--- src/sdc_pkg.sv ---
// Package for the SPI/audio data path and CRC block: register map, fields, reset values.
// Assumes a 32-bit APB slave with word-aligned registers.
package sdc_pkg;
   localparam logic [7:0]  OFS_CTRL      = 8'h00;
   localparam logic [7:0]  OFS_STATUS    = 8'h08;
   localparam logic [7:0]  OFS_DATA      = 8'h0C;
   localparam logic [7:0]  OFS_POLY      = 8'h10;
   localparam logic [7:0]  OFS_RECEIVE_CRC_RESULT     = 8'h14;
   localparam logic [7:0]  OFS_TRANSMIT_CRC_RESULT     = 8'h18;
   localparam logic [7:0]  OFS_AUDIO     = 8'h1C;
   localparam logic [15:0] POLY_RESET    = 16'h0007;
   localparam logic [15:0] CRC_RESET     = 16'h0000;
   localparam logic [15:0] DATA_RESET    = 16'h0000;
   localparam logic [15:0] AUDIO_RESET   = 16'h0000;
   localparam int          CTRL_CRC_EN   = 0;
   localparam int          CTRL_WIDE     = 1;
   localparam int          CTRL_CRC_NEXT = 2;
   localparam int          CTRL_AUDIO_EN = 3;
   localparam int          CTRL_CPOL     = 4;
   localparam int          ST_RX_NE      = 0;
   localparam int          ST_TX_NF      = 1;
   localparam int          ST_CRC_ERR    = 4;
   localparam int          ST_BUSY       = 7;
   localparam int          AUD_CHANNEL_LENGTH_SEL     = 0;
   localparam int          AUD_DLEN_LO   = 1;
   localparam int          AUD_DLEN_HI   = 2;
   localparam logic [1:0]  DLEN_16       = 2'h0;
   localparam logic [1:0]  DLEN_24       = 2'h1;
   localparam logic [1:0]  DLEN_32       = 2'h2;
   localparam int          FIFO_DEPTH    = 32;
   localparam int          FIFO_WIDTH    = 16;
endpackage

--- src/sdc_fifo.sv ---
// Synchronous FIFO in flip-flops, valid/ready on both sides.
// Assumes one clock and an asynchronous active-low reset.
`timescale 1ns/1ns
module sdc_fifo #(
   parameter int WIDTH = 16,
   parameter int DEPTH = 32
) (
   input  wire logic             core_clk,
   input  wire logic             rst_b,
   input  wire logic [WIDTH-1:0] in_data,
   input  wire logic             in_valid,
   output logic                  in_ready,
   output logic      [WIDTH-1:0] out_data,
   output logic                  out_valid,
   input  wire logic             out_ready
);
   localparam int AW = $clog2(DEPTH);
   typedef struct packed {
      logic [DEPTH-1:0][WIDTH-1:0] mem;
      logic [AW-1:0]               wp;
      logic [AW-1:0]               rp;
      logic [AW:0]                 cnt;
   } sdc_fifo_st_t;
   sdc_fifo_st_t st_reg;
   sdc_fifo_st_t st_next;
   logic         push;
   logic         pop;

   assign in_ready  = (st_reg.cnt != DEPTH[AW:0]);
   assign out_valid = (st_reg.cnt != '0);
   assign out_data  = st_reg.mem[st_reg.rp];
   assign push      = in_valid && in_ready;
   assign pop       = out_valid && out_ready;

   always_comb begin
      st_next = st_reg;
      if (push) begin
         st_next.mem[st_reg.wp] = in_data;
         st_next.wp             = st_reg.wp + 1'b1;
      end
      if (pop) begin
         st_next.rp = st_reg.rp + 1'b1;
      end
      if (push && !pop) begin
         st_next.cnt = st_reg.cnt + 1'b1;
      end else if (pop && !push) begin
         st_next.cnt = st_reg.cnt - 1'b1;
      end
   end

   always_ff @(posedge core_clk or negedge rst_b) begin
      if (!rst_b) begin
         st_reg <= '0;
      end else begin
         st_reg <= st_next;
      end
   end
endmodule

--- src/sdc_top.sv ---
// Serial data path with programmable CRC and audio length configuration, APB slave.
// Assumes an external link master driving serial clock, select and data-in pins.
// Summary of operation
// - Data write feeds transmit, read drains receive
// - Narrow frames use low byte only
// - Polynomial register writable, resets to 0x0007
// - Receive CRC, 8 or 16 bit
// - Setting CRC enable clears receive CRC
// - Transmit CRC, resets zero, width follows frame
// - Channel length bit: 16 or 32
// - Channel length forced 32 unless width 16
// - Sample width 16, 24, 32; 11 illegal
// - Audio lengths writable only while disabled
// - CRC word mismatch sets error flag
`timescale 1ns/1ns
module sdc_top (
   input  wire logic        core_clk,
   input  wire logic        rst_b,
   input  wire logic        psel,
   input  wire logic        penable,
   input  wire logic        pwrite,
   input  wire logic [7:0]  paddr,
   input  wire logic [31:0] pwdata,
   output logic      [31:0] prdata,
   output logic             pready,
   output logic             pslverr,
   input  wire logic        link_sck,
   input  wire logic        link_sel_b,
   input  wire logic        link_din,
   output logic             link_dout,
   output logic             audio_channel_length_sel_32,
   output logic      [1:0]  audio_width
);
   typedef enum logic [1:0] {SDC_IDLE, SDC_SHIFT} sdc_state_t;
   typedef struct packed {
      sdc_state_t  state;
      logic [2:0]  sck_s;
      logic [1:0]  sel_s;
      logic [1:0]  din_s;
      logic [15:0] poly;
      logic [15:0] rx_crc;
      logic [15:0] tx_crc;
      logic [4:0]  ctrl;
      logic        channel_length_sel;
      logic [1:0]  dlen;
      logic        crc_err;
      logic [15:0] rx_data;
      logic        rx_full;
      logic [15:0] tx_sh;
      logic [15:0] rx_sh;
      logic [4:0]  bit_cnt;
      logic        crc_phase;
      logic        dout;
      logic [31:0] rdata;
   } sdc_st_t;

   sdc_st_t     st_reg;
   sdc_st_t     st_next;
   logic        wr_acc;
   logic        rd_acc;
   logic [15:0] fifo_out;
   logic        fifo_valid;
   logic        fifo_ready;
   logic        fifo_pop;
   logic        sck_rise;
   logic        sck_fall;
   logic        wide;
   logic [4:0]  frame_bits;
   logic [15:0] mask;

   // CRC step over one bit, polynomial cut to the frame width
   function automatic logic [15:0] crc_step(input logic [15:0] crc, input logic din,
                                            input logic [15:0] poly, input logic w);
      logic fb;
      logic [15:0] r;
      fb = din ^ (w ? crc[15] : crc[7]);
      r  = {crc[14:0], 1'b0};
      if (fb) begin
         r = r ^ poly;
      end
      crc_step = w ? r : {8'h00, r[7:0]};
   endfunction

   // Register select decoded once per cycle for both read and write paths
   function automatic logic is_reg(input logic [7:0] a, input logic [7:0] ofs);
      is_reg = (a == ofs);
   endfunction

   assign pready     = 1'b1;
   assign pslverr    = 1'b0;
   assign wr_acc     = psel && penable && pwrite;
   assign rd_acc     = psel && penable && !pwrite;
   assign prdata     = st_reg.rdata;
   assign link_dout  = st_reg.dout;
   assign wide       = st_reg.ctrl[sdc_pkg::CTRL_WIDE];
   assign frame_bits = wide ? 5'd16 : 5'd8;
   assign mask       = wide ? 16'hFFFF : 16'h00FF;
   // Only the second and third sync stages feed the edge detector
   assign sck_rise   = st_reg.sck_s[1] && !st_reg.sck_s[2];
   assign sck_fall   = !st_reg.sck_s[1] && st_reg.sck_s[2];
   assign audio_channel_length_sel_32 = st_reg.channel_length_sel;
   assign audio_width    = st_reg.dlen;

   sdc_fifo #(
      .WIDTH (sdc_pkg::FIFO_WIDTH),
      .DEPTH (sdc_pkg::FIFO_DEPTH)
   ) u_tx_fifo (
      .core_clk  (core_clk),
      .rst_b     (rst_b),
      .in_data   (pwdata[15:0] & mask),
      .in_valid  (wr_acc && is_reg(paddr, sdc_pkg::OFS_DATA)),
      .in_ready  (fifo_ready),
      .out_data  (fifo_out),
      .out_valid (fifo_valid),
      .out_ready (fifo_pop)
   );

   assign fifo_pop = (st_reg.state == SDC_IDLE) && !st_reg.sel_s[1] && fifo_valid && !st_reg.crc_phase;

   always_comb begin
      st_next       = st_reg;
      st_next.sck_s = {st_reg.sck_s[1:0], link_sck};
      st_next.sel_s = {st_reg.sel_s[0], link_sel_b};
      st_next.din_s = {st_reg.din_s[0], link_din};

      if (wr_acc) begin
         if (is_reg(paddr, sdc_pkg::OFS_POLY)) begin
            st_next.poly = pwdata[15:0];
         end
         if (is_reg(paddr, sdc_pkg::OFS_CTRL)) begin
            st_next.ctrl = pwdata[4:0];
            if (pwdata[sdc_pkg::CTRL_CRC_EN] && !st_reg.ctrl[sdc_pkg::CTRL_CRC_EN]) begin
               st_next.rx_crc = sdc_pkg::CRC_RESET;
               st_next.tx_crc = sdc_pkg::CRC_RESET;
            end
         end
         if (is_reg(paddr, sdc_pkg::OFS_AUDIO) && !st_reg.ctrl[sdc_pkg::CTRL_AUDIO_EN]) begin
            st_next.dlen = pwdata[sdc_pkg::AUD_DLEN_HI:sdc_pkg::AUD_DLEN_LO];
            if (pwdata[sdc_pkg::AUD_DLEN_HI:sdc_pkg::AUD_DLEN_LO] == sdc_pkg::DLEN_16) begin
               st_next.channel_length_sel = pwdata[sdc_pkg::AUD_CHANNEL_LENGTH_SEL];
            end else begin
               st_next.channel_length_sel = 1'b1;
            end
         end
         if (is_reg(paddr, sdc_pkg::OFS_STATUS) && !pwdata[sdc_pkg::ST_CRC_ERR]) begin
            st_next.crc_err = 1'b0;
         end
      end

      if (rd_acc && is_reg(paddr, sdc_pkg::OFS_DATA)) begin
         st_next.rx_full = 1'b0;
      end

      if (fifo_pop) begin
         st_next.tx_sh   = fifo_out;
         st_next.state   = SDC_SHIFT;
         st_next.bit_cnt = 5'd0;
         st_next.dout    = wide ? fifo_out[15] : fifo_out[7];
      end else if ((st_reg.state == SDC_IDLE) && st_reg.crc_phase && !st_reg.sel_s[1]) begin
         // Trailing CRC word is shifted in place of data
         st_next.tx_sh   = st_reg.tx_crc;
         st_next.state   = SDC_SHIFT;
         st_next.bit_cnt = 5'd0;
         st_next.dout    = wide ? st_reg.tx_crc[15] : st_reg.tx_crc[7];
      end

      case (st_reg.state)
         SDC_IDLE: begin
         end
         SDC_SHIFT: begin
            if (st_reg.sel_s[1]) begin
               // Select dropped mid-frame: abandon it
               st_next.state = SDC_IDLE;
            end else if (sck_rise) begin
               st_next.rx_sh = {st_reg.rx_sh[14:0], st_reg.din_s[1]} & mask;
               if (st_reg.ctrl[sdc_pkg::CTRL_CRC_EN] && !st_reg.crc_phase) begin
                  st_next.rx_crc = crc_step(st_reg.rx_crc, st_reg.din_s[1], st_reg.poly, wide);
                  st_next.tx_crc = crc_step(st_reg.tx_crc, wide ? st_reg.tx_sh[15] : st_reg.tx_sh[7],
                                            st_reg.poly, wide);
               end
               st_next.tx_sh   = {st_reg.tx_sh[14:0], 1'b0};
               st_next.bit_cnt = st_reg.bit_cnt + 5'd1;
               if (st_reg.bit_cnt + 5'd1 == frame_bits) begin
                  st_next.state = SDC_IDLE;
                  if (st_reg.crc_phase) begin
                     st_next.crc_phase = 1'b0;
                     if (((({st_reg.rx_sh[14:0], st_reg.din_s[1]}) ^ st_reg.rx_crc) & mask) != 16'h0000) begin
                        st_next.crc_err = 1'b1;
                     end
                  end else begin
                     st_next.rx_data = {st_reg.rx_sh[14:0], st_reg.din_s[1]} & mask;
                     st_next.rx_full = 1'b1;
                     if (st_reg.ctrl[sdc_pkg::CTRL_CRC_NEXT] && !fifo_valid) begin
                        st_next.crc_phase = 1'b1;
                     end
                  end
               end
            end else if (sck_fall) begin
               st_next.dout = wide ? st_reg.tx_sh[15] : st_reg.tx_sh[7];
            end
         end
         default: begin
            st_next.state = SDC_IDLE;
         end
      endcase

      st_next.rdata = 32'h0000_0000;
      if (rd_acc || (psel && !penable && !pwrite)) begin
         case (paddr)
            sdc_pkg::OFS_CTRL:   st_next.rdata = {27'h0, st_reg.ctrl};
            sdc_pkg::OFS_STATUS: st_next.rdata = {24'h0, (st_reg.state == SDC_SHIFT), 2'h0, st_reg.crc_err,
                                                  2'h0, fifo_ready, st_reg.rx_full};
            sdc_pkg::OFS_DATA:   st_next.rdata = {16'h0, st_reg.rx_data};
            sdc_pkg::OFS_POLY:   st_next.rdata = {16'h0, st_reg.poly};
            sdc_pkg::OFS_RECEIVE_CRC_RESULT:  st_next.rdata = {16'h0, st_reg.rx_crc};
            sdc_pkg::OFS_TRANSMIT_CRC_RESULT:  st_next.rdata = {16'h0, st_reg.tx_crc};
            sdc_pkg::OFS_AUDIO:  st_next.rdata = {29'h0, st_reg.dlen, st_reg.channel_length_sel};
            default:             st_next.rdata = 32'h0000_0000;
         endcase
      end
      if (wr_acc && is_reg(paddr, sdc_pkg::OFS_STATUS) && st_next.crc_err && st_reg.crc_err) begin
         st_next.crc_err = st_next.crc_err;
      end
   end

   always_ff @(posedge core_clk or negedge rst_b) begin
      if (!rst_b) begin
         st_reg         <= '0;
         st_reg.state   <= SDC_IDLE;
         st_reg.sel_s   <= 2'h3;
         st_reg.poly    <= sdc_pkg::POLY_RESET;
         st_reg.tx_crc  <= sdc_pkg::CRC_RESET;
         st_reg.rx_crc  <= sdc_pkg::CRC_RESET;
         st_reg.rx_data <= sdc_pkg::DATA_RESET;
         {st_reg.dlen, st_reg.channel_length_sel} <= sdc_pkg::AUDIO_RESET[2:0];
      end else begin
         st_reg <= st_next;
      end
   end
endmodule
--- config.mk ---
export PLATFORM = sky130hd
export DESIGN_NAME = sdc_top
export DESIGN_NICKNAME = d
export VERILOG_FILES = /design/src/sdc_pkg.sv /design/src/sdc_fifo.sv /design/src/sdc_top.sv
export SDC_FILE = /design/constraint.sdc
export NUM_CORES = 1
export LEC_CHECK = 0
export BUFFER_PORTS_ARGS = -buffer_cell sky130_fd_sc_hd__buf_2
export CAP_MARGIN = 0
export CORE_MARGIN = 2
export CORE_UTILIZATION = 50
export DETAILED_ROUTE_END_ITERATION = 8
export PLACE_DENSITY_LB_ADDON = 0.15
export REMOVE_ABC_BUFFERS = 1
export SYNTH_ARGS = -nofsm -noshare
export SYNTH_HDL_FRONTEND = slang
export SYNTH_SLANG_ARGS = --single-unit
--- constraint.sdc ---
create_clock -name core_clk -period 6.9 [get_ports core_clk]
set_input_delay 2.07 -clock core_clk [delete_from_list [all_inputs] [get_ports core_clk]]
set_output_delay 2.07 -clock core_clk [all_outputs]
set_load 0.05 [all_outputs]
==> run metrics <==
Hold Startpoint st_next[146]; CTS sink count 665; Top Metal Used met4; Worst Setup End Kind register; Leak 0.0148 uW; vias per inst 5.93; EDFF count, synth 0; total routed wirelength 75.5 mm; Cells after Synth 2,440; slew margin rel. 0.180; Die X 250 microns; Die Area 62,600 sq um; slack of the critical path 2.30 ns; peak supply drop 227 uV; DR WL met2 36.4 mm; DP Worst Slack 1.67 ns; Worst EP arrival 5.12 ns; worst-margin pin slew 1.22 ns; fin crit period 4.60 ns; All-Layer GR Usage 0.248; xor/xnor share of the synthesized area 0.0188; first-pass GRT wire length 118 mm; htree depth 3; Post-Synth Simple-Gate Area 0.0809; max frequency 0.218 GHz; Setup Viol. Count Final 0; kind of start point of the critical path primary input; Hold Violations, Final 0; GP Congestion 0.809; maximum clock insertion buffer count 3; hold buffers post-CTS 0; initial antenna violation count 1; ant diodes 0; main combinational cell family by area after synthesis multiplexers; post-route ant nets 0; reg-to-reg setup timing slack 3.18 ns; Starting Density 0.504; Compound-Gate Fraction of Synth Area 0.0851; CTS tree done; Critical Path RT 7.42 ns; Avg Cell Area, Syn 12.4 sq um; number of global-route vias before repair 19,300; hold depth 0; synthesized cell area 30,300 sq um; total core area 60,100 sq um; Remaining DRCs 0; clock buffer count from CTS 71; GRT overflow 0; Hold Crit Class reg -> reg; # rows 90; placed cell area 30,800 sq um; crit-path max FO 13; synthesis warning total 0; Max Slew Vio Count 0; detailed-route via count 19,000; fraction of layout cells with a size suffix above 1 0.267; hpwl dp 44.9 mm; multiplexer share of the synthesized area 0.220; max-cap violations 0; RSZ-0062 raised after global routing no; Largest register FFs 528; Cell variety after synth 63; Area growth syn-to-layout 8.72%; post-route setup TNS 0 ns; R2R depth 12; part of the Yosys area used for sequential elements 0.549; top_reg_cell synth dfrtp_1; CP Class in -> reg; met1 wire length 33.6 mm; Ports 86; PwrDens 273 nW/um^2; die height 250 microns; cell chosen for the clock root clkbuf_16; met3 WL 3.39 mm; final cycle utilization of the critical path 0.666; nets 2,434; WHS Endpoint st_reg[146]; First-pass DRT Iterations 5; reg-to-reg critical path endpoint u_tx_fifo.st_reg[5]; Adder-Cell Fraction of Synth Area 0.00603; Worst-Skew Late Latency 0.61 ns; flops & latches, synth 665; Initial DRC Count 1,484; largest net degree at the start of global routing 149; post_cts resized 0; Avg WL per Cell 23.6 microns; Async S/R FF share, synth 1.00; Worst Skew 0.0247 ns; outcome complete, no violations; # port buffers 51; Reg clk slew, reported paths 0.06 ns; FILL cells 5,052; setup fix buffers added after clock tree synthesis 0; r2r startpoint u_tx_fifo.st_reg[1]; final instance area 32,900 sq um
==> layout by cell type, fill, tap and decap left out, types with 8 or more instances in the layout <==
cell / instances
mux2i_1: 32
xnor2_1: 35
dfrtp_1: 656
nor3b_1: 8
a22o_1: 18
a31oi_1: 14
clkbuf_16: 74
o2bb2ai_1: 16
clkbuf_8: 12
inv_1: 12
buf_4: 22
clkbuf_1: 21
o311ai_0: 13
nand3_1: 10
nand2_1: 442
ha_1: 13
o21ai_0: 315
a21oi_1: 8
a22oi_1: 29
nand2_2: 32
mux4_2: 152
conb_1: 19
nor2_1: 15
xor2_1: 30
and3_1: 8
mux2_2: 260
buf_2: 50
==> critical path, stage by stage <==
cell and delay [ns]:
buf_2 0.15, nor4_4 0.44, and3_1 0.21, buf_4 0.20, nor3b_1 0.28, ha_1 0.27, inv_1 0.14, ha_1 0.34
a21oi_1 0.16, nand2_1 0.10, a21o_1 0.19, a21oi_1 0.17, mux2i_1 0.25, xnor2_1 0.14
==> synth_stat cells (12+ instances only) <==
| cell type | n | area share |
|---|---|---|
| nand2_2 | 32 | 0.0066 |
| a22o_1 | 18 | 0.0052 |
| nand2_1 | 442 | 0.055 |
| mux2_2 | 260 | 0.097 |
| inv_1 | 12 | 0.0015 |
| nor2_1 | 17 | 0.0021 |
| xnor2_1 | 35 | 0.010 |
| buf_1 | 12 | 0.0015 |
| mux2i_1 | 32 | 0.011 |
| ha_1 | 13 | 0.0054 |
| o311ai_0 | 13 | 0.0038 |
| xor2_1 | 30 | 0.0087 |
| mux4_2 | 152 | 0.11 |
| buf_2 | 47 | 0.0078 |
| dfrtp_1 | 660 | 0.55 |
| a31oi_1 | 14 | 0.0029 |
| a22oi_1 | 29 | 0.0072 |
| o21ai_0 | 315 | 0.052 |
| buf_4 | 37 | 0.0092 |
| o2bb2ai_1 | 16 | 0.0046 |
| clkbuf_1 | 132 | 0.016 |
==> cells by family after synthesis <==
kind of cell | after synthesis
adders and majority gates | 14
and+or+nand+nor | 559
muxes | 444
other | 2
AOI/OAI and AO/OA | 442
DFF | 665
xor gates and xnor gates | 65
buffers and inverters | 249
==> through the flow <==
step	hold WS [ns]	instances	total power [uW]	utilization
5_1_grt	0.366	3198	9350	0.548
2_1_floorplan	0.331	2220	5030	-
3_3_place_gp	0.333	3081	5450	0.512
3_5_place_dp	0.337	3081	5460	0.512
6_report	0.350	3198	8980	0.548
4_1_cts	0.350	3198	9100	0.548
==> per-layer routing <==
layer | up-vias | GRT usage
met5 | - | 0
met4 | 0 | 0.0833
met3 | 121 | 0.0343
met2 | 436 | 0.408
met1 | 9931 | 0.343
li1 | 8485 | -
==> worst max path at each step <==
stage	end	slack (ns)	startpoint	cells past startpoint
4_1_cts	u_tx_fifo.st_reg[5]	2.29	paddr[4]	14
3_3_place_gp	u_tx_fifo.st_reg[5]	1.66	paddr[4]	14
3_5_place_dp	u_tx_fifo.st_reg[5]	1.67	paddr[4]	14
2_1_floorplan	st_reg[56]	0.81	u_tx_fifo.st_reg[6]	4
6_report	u_tx_fifo.st_reg[5]	2.30	paddr[4]	14
5_1_grt	u_tx_fifo.st_reg[5]	2.04	paddr[4]	14
==> power breakdown <==
group          internal, uW  switching, uW  leakage, uW  total (uW)
clock network          2090           1530      0.00107        3620
logic                   495            723      0.00461        1220
registers              3960            189      0.00913        4140
total                  6540           2450       0.0148        8980
==> layout make-up <==
type / instances / area, sq um / share of cell area
Clock buffer: 107 / 2100 / 0.0636
Clock inverter: 10 / 68.8 / 0.00209
Inverter: 12 / 45.0 / 0.00137
Multi-Input combinational cell: 1543 / 12500 / 0.381
Sequential cell: 665 / 16700 / 0.506
Tap cell: 782 / 978 / 0.0297
Timing Repair Buffer: 79 / 551 / 0.0167
Power figures use the tool's default switching activity.
